==> config.mk <==
export PLATFORM = sky130hd
export DESIGN_NAME = ivps_top
export DESIGN_NICKNAME = d
export VERILOG_FILES = /design/src/rtl/ivps_priority.v /design/src/rtl/ivps_top.v
export VERILOG_INCLUDE_DIRS = /design/src /design/src/rtl
export SDC_FILE = /design/constraint.sdc
export NUM_CORES = 1
export LEC_CHECK = 0
export CAP_MARGIN = 20
export CORE_UTILIZATION = 54
export CTS_BUF_LIST = sky130_fd_sc_hd__clkbuf_4 sky130_fd_sc_hd__clkbuf_8 sky130_fd_sc_hd__clkbuf_16
export CTS_CLUSTER_DIAMETER = 100
export DETAILED_ROUTE_END_ITERATION = 6
export DONT_BUFFER_PORTS = 1
export HOLD_SLACK_MARGIN = 0.08
export PLACE_DENSITY = 0.69
export SLEW_MARGIN = 20
export SYNTH_ARGS = -nofsm -noshare
export SYNTH_HDL_FRONTEND = slang
export SYNTH_HIERARCHICAL = 1
export SYNTH_SLANG_ARGS = --single-unit
==> constraint.sdc <==
create_clock -name i_clk_sys -period 6.7 [get_ports i_clk_sys]
set_input_delay 0.67 -clock i_clk_sys [delete_from_list [all_inputs] [get_ports i_clk_sys]]
set_output_delay 0.67 -clock i_clk_sys [all_outputs]
set_load 0.1 [all_outputs]
==> src/rtl/ivps_defines.vh <==
// constants for the interrupt vector priority and stacking block
`ifndef IVPS_DEFINES_VH
`define IVPS_DEFINES_VH
`define IVPS_VEC_RESERVED  16'hFFD0
`define IVPS_VEC_TIMEBASE  16'hFFD2
`define IVPS_VEC_SP2_TX    16'hFFD4
`define IVPS_VEC_SP2_RX    16'hFFD6
`define IVPS_VEC_SP2_ERR   16'hFFD8
`define IVPS_VEC_SPI_TX    16'hFFDA
`define IVPS_VEC_SPI_RX    16'hFFDC
`define IVPS_VEC_ADC       16'hFFDE
`define IVPS_VEC_KBD       16'hFFE0
`define IVPS_VEC_SP1_TX    16'hFFE2
`define IVPS_VEC_SP1_RX    16'hFFE4
`define IVPS_VEC_SP1_ERR   16'hFFE6
`define IVPS_VEC_TWOWIRE   16'hFFE8
`define IVPS_VEC_T2_OVF    16'hFFEA
`define IVPS_VEC_T2_CH1    16'hFFEC
`define IVPS_VEC_T2_CH0    16'hFFEE
`define IVPS_VEC_T1_OVF    16'hFFF0
`define IVPS_VEC_T1_CH1    16'hFFF2
`define IVPS_VEC_T1_CH0    16'hFFF4
`define IVPS_VEC_PLL       16'hFFF6
`define IVPS_VEC_EXT2      16'hFFF8
`define IVPS_VEC_EXT1      16'hFFFA
`define IVPS_VEC_SWI       16'hFFFC
`define IVPS_VEC_RESET     16'hFFFE
`define IVPS_SP_RESET      16'h00FF
`define IVPS_STACK_BYTES   3'h5
`define IVPS_NUM_FLAGS     21
`endif

==> src/rtl/ivps_priority.v <==
// priority encoder from pending source flags to a vector address
`timescale 1ns/100ps
`include "ivps_defines.vh"
module ivps_priority (
    input  wire [21:1] i_pending,
    input  wire        i_swi,
    input  wire        i_reset_req,
    output reg  [15:0] o_vector,
    output reg         o_any
);
    // lower flag number sits higher in the table, so scan flags 21 down to 1
    function [15:0] ivps_flag_vec;
        input [4:0] n;
        begin
            case (n)
                5'h01:   ivps_flag_vec = `IVPS_VEC_EXT1;
                5'h02:   ivps_flag_vec = `IVPS_VEC_EXT2;
                5'h03:   ivps_flag_vec = `IVPS_VEC_PLL;
                5'h04:   ivps_flag_vec = `IVPS_VEC_T1_CH0;
                5'h05:   ivps_flag_vec = `IVPS_VEC_T1_CH1;
                5'h06:   ivps_flag_vec = `IVPS_VEC_T1_OVF;
                5'h07:   ivps_flag_vec = `IVPS_VEC_T2_CH0;
                5'h08:   ivps_flag_vec = `IVPS_VEC_T2_CH1;
                5'h09:   ivps_flag_vec = `IVPS_VEC_T2_OVF;
                5'h0A:   ivps_flag_vec = `IVPS_VEC_TWOWIRE;
                5'h0B:   ivps_flag_vec = `IVPS_VEC_SP1_ERR;
                5'h0C:   ivps_flag_vec = `IVPS_VEC_SP1_RX;
                5'h0D:   ivps_flag_vec = `IVPS_VEC_SP1_TX;
                5'h0E:   ivps_flag_vec = `IVPS_VEC_KBD;
                5'h0F:   ivps_flag_vec = `IVPS_VEC_ADC;
                5'h10:   ivps_flag_vec = `IVPS_VEC_SPI_RX;
                5'h11:   ivps_flag_vec = `IVPS_VEC_SPI_TX;
                5'h12:   ivps_flag_vec = `IVPS_VEC_SP2_ERR;
                5'h13:   ivps_flag_vec = `IVPS_VEC_SP2_RX;
                5'h14:   ivps_flag_vec = `IVPS_VEC_SP2_TX;
                5'h15:   ivps_flag_vec = `IVPS_VEC_TIMEBASE;
                default: ivps_flag_vec = `IVPS_VEC_RESERVED;
            endcase
        end
    endfunction

    integer k;
    always @* begin
        o_vector = `IVPS_VEC_RESERVED;
        o_any    = 1'b0;
        for (k = 21; k >= 1; k = k - 1) begin
            if (i_pending[k]) begin
                o_vector = ivps_flag_vec(k[4:0]);
                o_any    = 1'b1;
            end
        end
        if (i_swi) begin
            o_vector = `IVPS_VEC_SWI;
            o_any    = 1'b1;
        end
        if (i_reset_req) begin
            o_vector = `IVPS_VEC_RESET;
            o_any    = 1'b1;
        end
    end
endmodule // ivps_priority

==> src/rtl/ivps_top.v <==
// interrupt vector selection, vector byte fetch and interrupt entry stacking
`timescale 1ns/100ps
`include "ivps_defines.vh"
module ivps_top (
    input  wire        i_clk_sys,
    input  wire        i_reset,
    input  wire        i_ce,
    input  wire [21:1] i_source_flag,
    input  wire [21:1] i_source_mask,
    input  wire        i_irq_enable,
    input  wire        i_software_interrupt,
    input  wire        i_take,
    input  wire [15:0] i_pc,
    input  wire [7:0]  i_acc,
    input  wire [7:0]  i_index_low,
    input  wire [7:0]  i_index_high,
    input  wire [7:0]  i_ccr,
    input  wire        i_sp_load,
    input  wire [15:0] i_sp_load_value,
    input  wire        i_push,
    input  wire        i_pull,
    output wire        o_irq_pending,
    output wire [15:0] o_vector_addr,
    output reg  [15:0] o_sp,
    output reg         o_mem_we,
    output reg  [15:0] o_mem_addr,
    output reg  [7:0]  o_mem_wdata,
    output reg         o_vec_rd,
    output reg  [15:0] o_vec_rd_addr,
    output reg         o_busy,
    output reg         o_done,
    output reg  [15:0] o_taken_vector
);
    localparam ST_IDLE  = 2'h0;
    localparam ST_STACK = 2'h1;
    localparam ST_VECHI = 2'h2;
    localparam ST_VECLO = 2'h3;

    // one pointer step, shared by software push and pull and by entry stacking
    function [15:0] ivps_sp_step;
        input [15:0] sp;
        input        up;
        begin
            if (up) begin
                ivps_sp_step = sp + 16'h0001;
            end else begin
                ivps_sp_step = sp - 16'h0001;
            end
        end
    endfunction

    // byte address inside a two-byte vector: high byte even, low byte odd
    function [15:0] ivps_vec_byte;
        input [15:0] vec;
        input        low;
        begin
            ivps_vec_byte = {vec[15:1], low};
        end
    endfunction

    // five stacked bytes, the first one pushed in the top slot
    function [39:0] ivps_frame;
        input [15:0] pc;
        input [7:0]  index_low;
        input [7:0]  acc;
        input [7:0]  ccr;
        begin
            // index high stays out so frames match the older eight-bit family
            ivps_frame = {pc[7:0], pc[15:8], index_low, acc, ccr};
        end
    endfunction

    reg  [1:0]  state_reg;
    reg  [1:0]  state_next;
    reg  [2:0]  cnt_reg;
    reg  [2:0]  cnt_next;
    reg  [15:0] vec_reg;
    reg  [15:0] vec_next;
    reg  [39:0] frame_reg;
    reg  [39:0] frame_next;
    reg  [15:0] sp_next;
    wire [15:0] sel_vec;
    wire        sel_any;
    wire        accept;
    wire        last_byte;
    wire [21:1] pending;

    // software interrupt is not gated by the global enable, flagged sources are
    assign pending   = i_source_flag & ~i_source_mask & {21{i_irq_enable}};
    assign accept    = (state_reg == ST_IDLE) && i_take && sel_any;
    assign last_byte = (cnt_reg == (`IVPS_STACK_BYTES - 3'h1));

    ivps_priority u_prio (
        .i_pending   (pending),
        .i_swi       (i_software_interrupt),
        .i_reset_req (1'b0),
        .o_vector    (sel_vec),
        .o_any       (sel_any)
    );

    assign o_irq_pending = sel_any;
    assign o_vector_addr = sel_vec;

    always @* begin
        state_next = state_reg;
        case (state_reg)
            ST_IDLE: begin
                if (accept) begin
                    state_next = ST_STACK;
                end
            end
            ST_STACK: begin
                if (last_byte) begin
                    state_next = ST_VECHI;
                end
            end
            ST_VECHI: begin
                state_next = ST_VECLO;
            end
            ST_VECLO: begin
                state_next = ST_IDLE;
            end
            default: begin
                state_next = ST_IDLE;
            end
        endcase
    end

    // the vector is frozen at the take, so a later request cannot switch it mid-entry
    always @* begin
        cnt_next   = 3'h0;
        frame_next = frame_reg;
        vec_next   = vec_reg;
        if (state_reg == ST_STACK) begin
            cnt_next   = cnt_reg + 3'h1;
            frame_next = {frame_reg[31:0], 8'h00};
        end else if (accept) begin
            vec_next   = sel_vec;
            frame_next = ivps_frame(i_pc, i_index_low, i_acc, i_ccr);
        end
    end

    // take outranks a load, a load outranks push and pull; both together cancel
    always @* begin
        sp_next = o_sp;
        if (state_reg == ST_STACK) begin
            sp_next = ivps_sp_step(o_sp, 1'b0);
        end else if ((state_reg == ST_IDLE) && !accept) begin
            if (i_sp_load) begin
                sp_next = i_sp_load_value;
            end else if (i_push && !i_pull) begin
                sp_next = ivps_sp_step(o_sp, 1'b0);
            end else if (i_pull && !i_push) begin
                sp_next = ivps_sp_step(o_sp, 1'b1);
            end
        end
    end

    always @(posedge i_clk_sys or posedge i_reset) begin
        if (i_reset) begin
            state_reg <= ST_IDLE;
            cnt_reg   <= 3'h0;
            vec_reg   <= `IVPS_VEC_RESERVED;
            frame_reg <= 40'h0;
        end else if (i_ce) begin
            state_reg <= state_next;
            cnt_reg   <= cnt_next;
            vec_reg   <= vec_next;
            frame_reg <= frame_next;
        end
    end

    // full-width pointer: software may place the stack anywhere, it must keep it in ram
    always @(posedge i_clk_sys or posedge i_reset) begin
        if (i_reset) begin
            o_sp <= `IVPS_SP_RESET;
        end else if (i_ce) begin
            o_sp <= sp_next;
        end
    end

    // each byte lands at the pointer value before its decrement
    always @(posedge i_clk_sys or posedge i_reset) begin
        if (i_reset) begin
            o_mem_we    <= 1'b0;
            o_mem_addr  <= 16'h0000;
            o_mem_wdata <= 8'h00;
        end else if (i_ce) begin
            o_mem_we <= (state_reg == ST_STACK);
            if (state_reg == ST_STACK) begin
                o_mem_addr  <= o_sp;
                o_mem_wdata <= frame_reg[39:32];
            end
        end
    end

    // the block only strobes the vector addresses, the cpu reads the bytes itself
    always @(posedge i_clk_sys or posedge i_reset) begin
        if (i_reset) begin
            o_vec_rd      <= 1'b0;
            o_vec_rd_addr <= 16'h0000;
        end else if (i_ce) begin
            o_vec_rd <= (state_reg == ST_VECHI) || (state_reg == ST_VECLO);
            if (state_reg == ST_VECHI) begin
                o_vec_rd_addr <= ivps_vec_byte(vec_reg, 1'b0);
            end else if (state_reg == ST_VECLO) begin
                o_vec_rd_addr <= ivps_vec_byte(vec_reg, 1'b1);
            end
        end
    end

    always @(posedge i_clk_sys or posedge i_reset) begin
        if (i_reset) begin
            o_busy         <= 1'b0;
            o_done         <= 1'b0;
            o_taken_vector <= 16'h0000;
        end else if (i_ce) begin
            o_done <= (state_reg == ST_VECLO);
            if (accept) begin
                o_busy <= 1'b1;
            end else if (state_reg == ST_VECLO) begin
                o_busy         <= 1'b0;
                o_taken_vector <= vec_reg;
            end
        end
    end
endmodule // ivps_top

==> impl_metrics.csv, run 1 <==
group,metric,value,unit
synthesis,synth_cell_types,71,
run_status,status,"finished, final reports clean",
cts,h-tree-depth,4,
setup_path,path_depth,11,
sta,finalSetupViolCount,0,
route,drc,0,
synthesis,synth_edf_count,0,
cts,cts_buffers,17,
setup_path,path_buf_inv,1,
placement,dp_hpwl,10900,um
setup_path,crit_path_end,"o_sp[11]$_DFFE_PP0P_",
cts,cts_tree,"yes",
placement,gp_congestion,0.873,
sta,max_freq,209,MHz
sta,finalClockSkew,0.00995,ns
setup_path,path_max_fanout,21,
synthesis,syn_area_per_cell,10.8,um^2
placement,place.port_buffers,0,
placement,dp_worst_setup_slack,1.47,ns
setup_path,crit_path_start,"i_irq_enable",
cts,clock_latency,0.42,ns
cells_and_area,insertedDiodeCount,0,
floorplanning,rows,41,
route,routed_wl,15800,um
cells_and_area,final_nets,783,
sta,rsz0062_at_grt,"no",
synthesis,synthTopCellsByArea,"dfrtp_1, mux2_2, dfstp_2",
global_routing,antenna_found_initial,0,
sta,fin_crit,4.79,ns
route,first_iter_violations,334,
synthesis,yosysTopAreaCellShare,41.1,%
sta,holdWs,0.183,ns
synthesis,yosys_register_bits,137,
cts,clock_path_buffers,2,
route,dr_wl_met2,7570,um
setup_path,cp_data_arrival_time,5.12,ns
sta,period_share,71.5,%
cts,cts-root-buf,"clkbuf_16",
cts,postCtsSetupBuffers,0,
global_routing,track_usage,23.5,%
setup_path,cp-start-kind,"input port",
route,first_pass_iters,5,
floorplanning,die_w,117,um
sta,finalSetupTns,0,ns
route,route.met3.wl,1300,um
floorplanning,die-height,117,um
sta,slew_violations,0,
route,wl_met1,6690,um
synthesis,async_flop_share,100,%
global_routing,grt_pass1_vias,5134,
setup_path,cp_top_family,"simple AND/OR/NAND/NOR gates",
setup_path,path_cells,"and3b_1 -> or4_4 -> nor4_4 -> nand3_2 -> or4_1 -> a221oi_2 -> o21ai_1 -> buf_4 -> nor3_1 -> a21oi_1 -> o221ai_1",
sta,relSlewSlack,20.6,%
floorplanning,initial_core_util,56.2,%
synthesis,yosys.area.top_type,"dfrtp_1",
synthesis,syn-cell-area,7180,um^2
cts,cts_resized,0,
route,routedWlPerCell,18.8,um
floorplanning,core_area,12800,um^2
setup_path,reg2reg_from,"o_sp[0]$_DFFE_PP1P_",
route,routed_via_density,5.98,
setup_path,rr_worst_depth,7,
global_routing,grt_overflow_total,0,
global_routing,grt_max_degree,73,
run,max-cap-violations,0,
setup_path,path_class,"input port to register",
sta,fin_ws,1.91,ns
floorplanning,ios,208,
setup_path,r2r-end,"o_sp[14]$_DFFE_PP0P_",
setup_path,slowest_stage,"or4_1",
route,final_antenna_net_count,0,
cts,clkSlewWorstSetupHoldPaths,0.06,ns
sta,worstMarginPinSlew,1.19,ns
cts,cts_sinks,137,
cts,holdBufCountCts,0,
synthesis,synth_seq_area_share,48.1,%
setup_path,slowest_delay,1.10,ns
setup_path,reg2reg_setup_slack,3.99,ns
setup_path,end_kind,"register",
cells_and_area,drive_gt1_share,24.7,%
synthesis,synth_cells,665,
floorplanning,die_area,13800,um^2
synthesis,ys_warn_count,6,
sta,finalHoldViolations,0,
setup_path,worstPathRequired,7.02,ns
synthesis,synthFlopType,"dfrtp_1",
cells_and_area,largest_reg_flops,40,
hold_path,holdCritPathClass,"input port to async pin",
global_routing,grt_pass1_wl,25700,um
route,vias,5039,
cells_and_area,area_growth,10.8,%
route,top_layer,"met4",
cells_and_area,n_fill_cell,1008,
==> metrics by stage <==
stage	util (%)	area (um^2)	instances
2_1_floorplan	-	7230	677
3_3_place_gp	57.1	7290	809
3_5_place_dp	57.1	7290	809
4_1_cts	62.1	7930	841
5_1_grt	62.3	7960	843
6_report	62.3	7960	843
==> layer usage <==
layer  global-route usage (%)  vias up
li1                         -     2364
met1                     29.3     2459
met2                     36.9      193
met3                     8.66       23
met4                     9.42        0
met5                        0        -
==> worst min path at each step <==
stage	from	to	slack (ns)	cells after the start
2_1_floorplan	frame_reg[32]$_DFFE_PP0P_	frame_reg[32]$_DFFE_PP0P_	0.45	2
3_3_place_gp	frame_reg[38]$_DFFE_PP0P_	frame_reg[38]$_DFFE_PP0P_	0.46	2
3_5_place_dp	frame_reg[9]$_DFFE_PP0P_	frame_reg[9]$_DFFE_PP0P_	0.47	2
4_1_cts	i_reset	o_taken_vector[12]$_DFFE_PP0P_	0.22	1
5_1_grt	i_reset	o_taken_vector[13]$_DFFE_PP0P_	0.24	1
6_report	i_reset	o_taken_vector[12]$_DFFE_PP0P_	0.18	1
==> cells in the final DEF (no fill, tap or decap), types with 3 or more instances in the layout <==
cell,instances
a21oi_1,23
a221oi_1,3
a22o_1,10
a22oi_1,3
and3b_1,20
buf_4,10
bufinv_16,4
clkbuf_16,20
clkinv_4,3
conb_1,15
dfrtp_1,118
dfstp_2,19
ha_1,9
inv_1,19
inv_6,5
mux2_2,70
mux2i_1,35
nand2_1,65
nand3_1,13
nand4_1,4
nor2_1,32
nor2b_1,3
nor3_1,15
nor4_4,4
o21a_1,5
o21ai_0,57
o21ai_1,3
o221ai_1,6
o22ai_1,6
or2_2,5
xnor2_1,4
xor2_1,3
==> cell usage after synthesis (15+ instances only) <==
cell type / number
mux2_2: 70
nand2_1: 65
mux2i_1: 35
inv_1: 20
and3b_1: 20
o21ai_0: 57
nor2_1: 32
dfrtp_1: 118
nor3_1: 15
dfstp_2: 19
clkbuf_1: 25
a21oi_1: 23
==> cells by family after synthesis <==
logic type	share of synthesized area [%]
multiplexers	15.9
adder cells (fa/ha/maj)	1.74
AO/OA/AOI/OAI	12.6
XOR/XNOR	0.854
flip-flops	48.1
AND/OR/NAND/NOR	15.3
buffers and inverters	5.35
other	0.157
==> layout make-up <==
| type | count | area (um^2) | share of cell area (%) |
|---|---|---|---|
| clock inverters | 13 | 191 | 2.41 |
| multi-input cells | 468 | 3420 | 43.0 |
| repair buffers | 14 | 154 | 1.93 |
| clock buffers | 19 | 447 | 5.61 |
| inverters | 20 | 80.1 | 1.01 |
| flip-flops and latches | 137 | 3450 | 43.4 |
| well taps | 172 | 215 | 2.70 |
Power of run 1 is left out: the tool's default activity adds up to more than one toggle a clock period on the data nets, which glitch-free logic cannot reach.
==> run 2, diff against run 1 <==
==> constraint.sdc (replaced) <==
create_clock -name i_clk_sys -period 4.43 [get_ports i_clk_sys]
set_input_delay 0.443 -clock i_clk_sys [delete_from_list [all_inputs] [get_ports i_clk_sys]]
set_output_delay 0.443 -clock i_clk_sys [all_outputs]
set_load 0.1 [all_outputs]
==> impl_metrics.csv, run 2 (synthesis gave the netlist of run 1 again) <==
group,metric,value,unit
cts,cts_tree,"yes",
route,vias,4967,
cts,cts_resized,0,
cells_and_area,multi_input_area,3450,um^2
sta,finalHoldViolations,0,
floorplanning,rows,41,
cells_and_area,final_nets,779,
cells_and_area,regArea,3450,um^2
route,first_pass_iters,6,
sta,finalSetupTns,0,ns
route,dr_wl_met2,7500,um
floorplanning,ios,208,
cts,clock_latency,0.41,ns
setup_path,slowest_delay,0.59,ns
route,drc,0,
setup_path,slowest_stage,"or4_4",
cts,cts_buffers,17,
cts,holdBufCountCts,0,
cells_and_area,final_cell_mix,"dfrtp_1, mux2_2, nand2_1, o21ai_0, mux2i_1",
floorplanning,core_area,12800,um^2
sta,rsz0062_at_grt,"no",
route,route.met3.wl,1310,um
sta,finalClockSkew,0.00601,ns
route,routed_wl,15700,um
cts,postCtsSetupBuffers,0,
floorplanning,die-height,117,um
setup_path,worstPathRequired,4.77,ns
setup_path,path_buf_inv,0,
setup_path,cp_top_family,"simple AND/OR/NAND/NOR gates",
sta,max_freq,303,MHz
cells_and_area,insertedDiodeCount,0,
cells_and_area,drive_gt1_share,24.9,%
run,max-cap-violations,0,
global_routing,grt_pass1_wl,25200,um
setup_path,path_class,"input port to register",
cts,cts-root-buf,"clkbuf_16",
global_routing,track_usage,23.0,%
setup_path,path_cells,"and3b_1 -> or4_4 -> nor4_4 -> nand3_2 -> or4_4 -> a221oi_2 -> o21a_1 -> o211ai_1 -> o21a_1 -> o21ai_1",
cts,clkSlewWorstSetupHoldPaths,0.06,ns
cells_and_area,area_growth,9.71,%
hold_path,holdCritPathClass,"input port to async pin",
sta,finalSetupViolCount,0,
global_routing,grt_overflow_total,0,
placement,gp_congestion,0.861,
global_routing,grt_max_degree,102,
sta,relSlewSlack,21.4,%
floorplanning,die_area,13800,um^2
route,final_antenna_net_count,0,
route,top_layer,"met4",
sta,period_share,74.5,%
route,routedWlPerCell,18.7,um
setup_path,cp_data_arrival_time,3.64,ns
cells_and_area,layout_commonest_cell,"dfrtp_1",
route,routed_via_density,5.92,
run_status,status,"finished, final reports clean",
cts,cts_sinks,137,
cts,clock_path_buffers,2,
route,wl_met1,6470,um
route,first_iter_violations,358,
floorplanning,die_w,117,um
global_routing,antenna_found_initial,0,
sta,slew_violations,0,
setup_path,cp-start-kind,"input port",
placement,place.port_buffers,0,
sta,worstMarginPinSlew,1.18,ns
cells_and_area,n_fill_cell,1026,
cells_and_area,largest_reg_flops,40,
placement,dp_hpwl,10800,um
cts,h-tree-depth,4,
setup_path,path_max_fanout,21,
floorplanning,initial_core_util,56.2,%
global_routing,grt_pass1_vias,4978,
sta,fin_crit,3.30,ns
setup_path,end_kind,"register",
-- run 2: changes by cell type in the layout (fill, tap and decap cells not counted), sizes merged --
cell,change
clkinv,-2
clkbuf,-2
clkinvlp,+2
bufinv,-2
-- run 2: area by class of cell --
type	instances	share of cell area [%]
Clock buffer	21	6.02
Clock inverter	11	1.68
Inverter	20	1.02
Multi-Input combinational cell	468	43.8
Sequential cell	137	43.8
Tap cell	172	2.73
Timing Repair Buffer	10	0.953
-- run 2: path summary, 6_finish.rpt --
kind	from	to	slack, ns	cells after the start
worst max-delay path	i_irq_enable	o_sp[9]$_DFFE_PP0P_	1.13	10
worst min-delay path	i_reset	o_vec_rd_addr[13]$_DFFE_PP0P_	0.09	1
worst max register to register	o_sp[1]$_DFFE_PP1P_	o_sp[14]$_DFFE_PP0P_	1.71	7
worst min register to register	frame_reg[26]$_DFFE_PP0P_	frame_reg[26]$_DFFE_PP0P_	0.48	2
max in group asynchronous	i_reset	o_sp[5]$_DFFE_PP1P_	3.30	2
min in group i_clk_sys	i_sp_load_value[0]	o_sp[0]$_DFFE_PP1P_	0.13	2
-- run 2: through the flow --
stage                     instances  cell area (um^2)  hold slack (ns)  setup slack [ns]  util [%]
after floorplan                 677              7240            0.446             0.205         -
after global placement          807              7270            0.461             0.826      56.9
after detailed placement        807              7270            0.470             0.798      56.9
after CTS                       839              7870            0.104              1.22      61.6
after global routing            839              7880            0.118              1.00      61.7
final                           839              7880           0.0866              1.13      61.7
-- run 2: per-layer routing --
metal	GRT usage, %	up-vias
met5	0	-
met4	9.82	0
met3	7.34	32
met2	37.0	195
met1	28.4	2378
li1	-	2362
Power of run 2 is left out for the same reason.
==> run 3, diff against run 2 <==
--- a/config.mk
+++ b/config.mk
@@ -13,7 +13,7 @@
 export DETAILED_ROUTE_END_ITERATION = 6
 export DONT_BUFFER_PORTS = 1
 export HOLD_SLACK_MARGIN = 0.08
-export PLACE_DENSITY = 0.69
+export PLACE_DENSITY = 0.72
 export SLEW_MARGIN = 20
 export SYNTH_ARGS = -nofsm -noshare
 export SYNTH_HDL_FRONTEND = slang
==> constraint.sdc (replaced) <==
create_clock -name i_clk_sys -period 2.8 [get_ports i_clk_sys]
set_input_delay 0.28 -clock i_clk_sys [delete_from_list [all_inputs] [get_ports i_clk_sys]]
set_output_delay 0.28 -clock i_clk_sys [all_outputs]
set_load 0.1 [all_outputs]
==> impl_metrics.csv, run 3 (synthesis gave the netlist of run 1 again) <==
group,metric,value,unit
run_status,status,"finished, final reports clean",
sta,relSlewSlack,37.5,%
sta,max_freq,368,MHz
cts,clock_path_buffers,2,
setup_path,cp_top_family,"simple AND/OR/NAND/NOR gates",
sta,rsz0062_at_grt,"yes",
placement,place.port_buffers,0,
cells_and_area,final_cell_mix,"dfrtp_1, mux2_2, nand2_1, o21ai_0, buf_4",
cells_and_area,area_growth,21.3,%
route,first_iter_violations,331,
route,routed_via_density,5.89,
route,first_pass_iters,4,
cts,cts_tree,"yes",
floorplanning,initial_core_util,56.2,%
cts,clock_latency,0.42,ns
route,final_antenna_net_count,0,
route,routedWlPerCell,19.1,um
floorplanning,ios,208,
cells_and_area,insertedDiodeCount,0,
cells_and_area,n_fill_cell,944,
sta,period_share,97.0,%
cts,cts-root-buf,"clkbuf_16",
placement,dp_hpwl,12100,um
floorplanning,core_area,12800,um^2
sta,finalHoldViolations,0,
global_routing,grt_pass1_wl,28600,um
setup_path,path_max_fanout,21,
setup_path,path_buf_inv,0,
global_routing,grt_max_degree,42,
cts,clkSlewWorstSetupHoldPaths,0.06,ns
placement,gp_congestion,0.888,
setup_path,worstPathRequired,3.13,ns
setup_path,cp-start-kind,"input port",
sta,finalClockSkew,0.00513,ns
sta,fin_crit,2.72,ns
setup_path,path_class,"input port to register",
run,max-cap-violations,0,
floorplanning,die-height,117,um
placement,placed_cell_area,7710,um^2
setup_path,end_kind,"register",
cells_and_area,drive_gt1_share,29.0,%
setup_path,cp_data_arrival_time,3.04,ns
cells_and_area,post-route-util,68.2,%
cells_and_area,final_area,8710,um^2
cells_and_area,layout_commonest_cell,"dfrtp_1",
sta,fin_ws,0.0831,ns
sta,finalSetupTns,0,ns
setup_path,slowest_stage,"or4_4",
setup_path,slowest_delay,0.55,ns
cells_and_area,final_nets,861,
cells_and_area,multi_input_area,3530,um^2
global_routing,antenna_found_initial,0,
route,routed_wl,17600,um
sta,worstMarginPinSlew,0.938,ns
sta,finalSetupViolCount,0,
setup_path,crit_path_frequent_cell,"or4_4",
global_routing,grt_pass1_vias,5684,
setup_path,path_cells,"and3b_2 -> or4_4 -> nor4_4 -> nand3_4 -> or4_4 -> a221oi_4 -> o21ai_1 -> a21boi_1 -> o221ai_1 -> a22oi_1",
cts,cts_buffers,17,
cts,cts_sinks,137,
route,drc,0,
cts,h-tree-depth,4,
hold_path,holdCritPathClass,"input port to register",
route,vias,5424,
floorplanning,die_w,117,um
global_routing,grt_overflow_total,0,
placement,dp_worst_setup_slack,-0.347,ns
cells_and_area,regArea,3450,um^2
global_routing,track_usage,26.2,%
floorplanning,rows,41,
sta,slew_violations,0,
cells_and_area,largest_reg_flops,40,
floorplanning,die_area,13800,um^2
run 3: changes by cell type in the layout (fill, tap and decap cells not counted), moves of 2 or more:
cell,change
a21oi_1,-3
a21oi_2,+3
buf_12,+6
buf_4,+35
bufinv_16,-2
clkinvlp_4,+4
dlygate4sd3_1,+40
nor3_1,-2
o21ai_0,-8
o21ai_1,+7
run 3: metal layers:
metal,routed length [um],vias to the layer above,GRT usage [%]
li1,-,2517,-
met1,7040,2674,30.7
met5,0,-,0
met2,8900,205,44.4
met4,320,0,11.0
met3,1380,28,8.17
run 3: per-stage QoR:
step	hold slack, ns	instances
floorplan	0.370	677
global placement	0.315	847
detailed placement	0.333	847
CTS	0.0811	919
global route	0.103	921
finish	0.0856	921
run 3: worst paths after layout:
path,slack (ns),endpoint,cells past startpoint,startpoint
min in group asynchronous,0.48,o_mem_addr[12]$_DFFE_PP0P_,2,i_reset
worst min-delay path,0.09,frame_reg[25]$_DFFE_PP0P_,2,i_pc[9]
max in group asynchronous,1.51,o_sp[7]$_DFFE_PP1P_,3,i_reset
worst min register to register,0.48,frame_reg[17]$_DFFE_PP0P_,2,frame_reg[17]$_DFFE_PP0P_
worst max-delay path,0.08,o_sp[13]$_DFFE_PP0P_,10,i_irq_enable
worst max register to register,0.49,o_sp[5]$_DFFE_PP1P_,8,state_reg[1]$_DFFE_PP0P_
run 3: timing repair:
item	4_1_cts	5_1_grt
hold buffers	40	0
endpoints found under the hold margin	67	0
setup endpoints to repair	0	10
resized for setup	0	5
setup buffers	0	2
run 3: cell type report:
class	instances	area share, %
inverters	20	0.905
multi-input cells	468	40.5
well taps	172	2.47
repair buffers	92	9.99
flip-flops and latches	137	39.6
clock buffers	19	5.20
clock inverters	13	1.26
Power of run 3 is left out for the same reason.
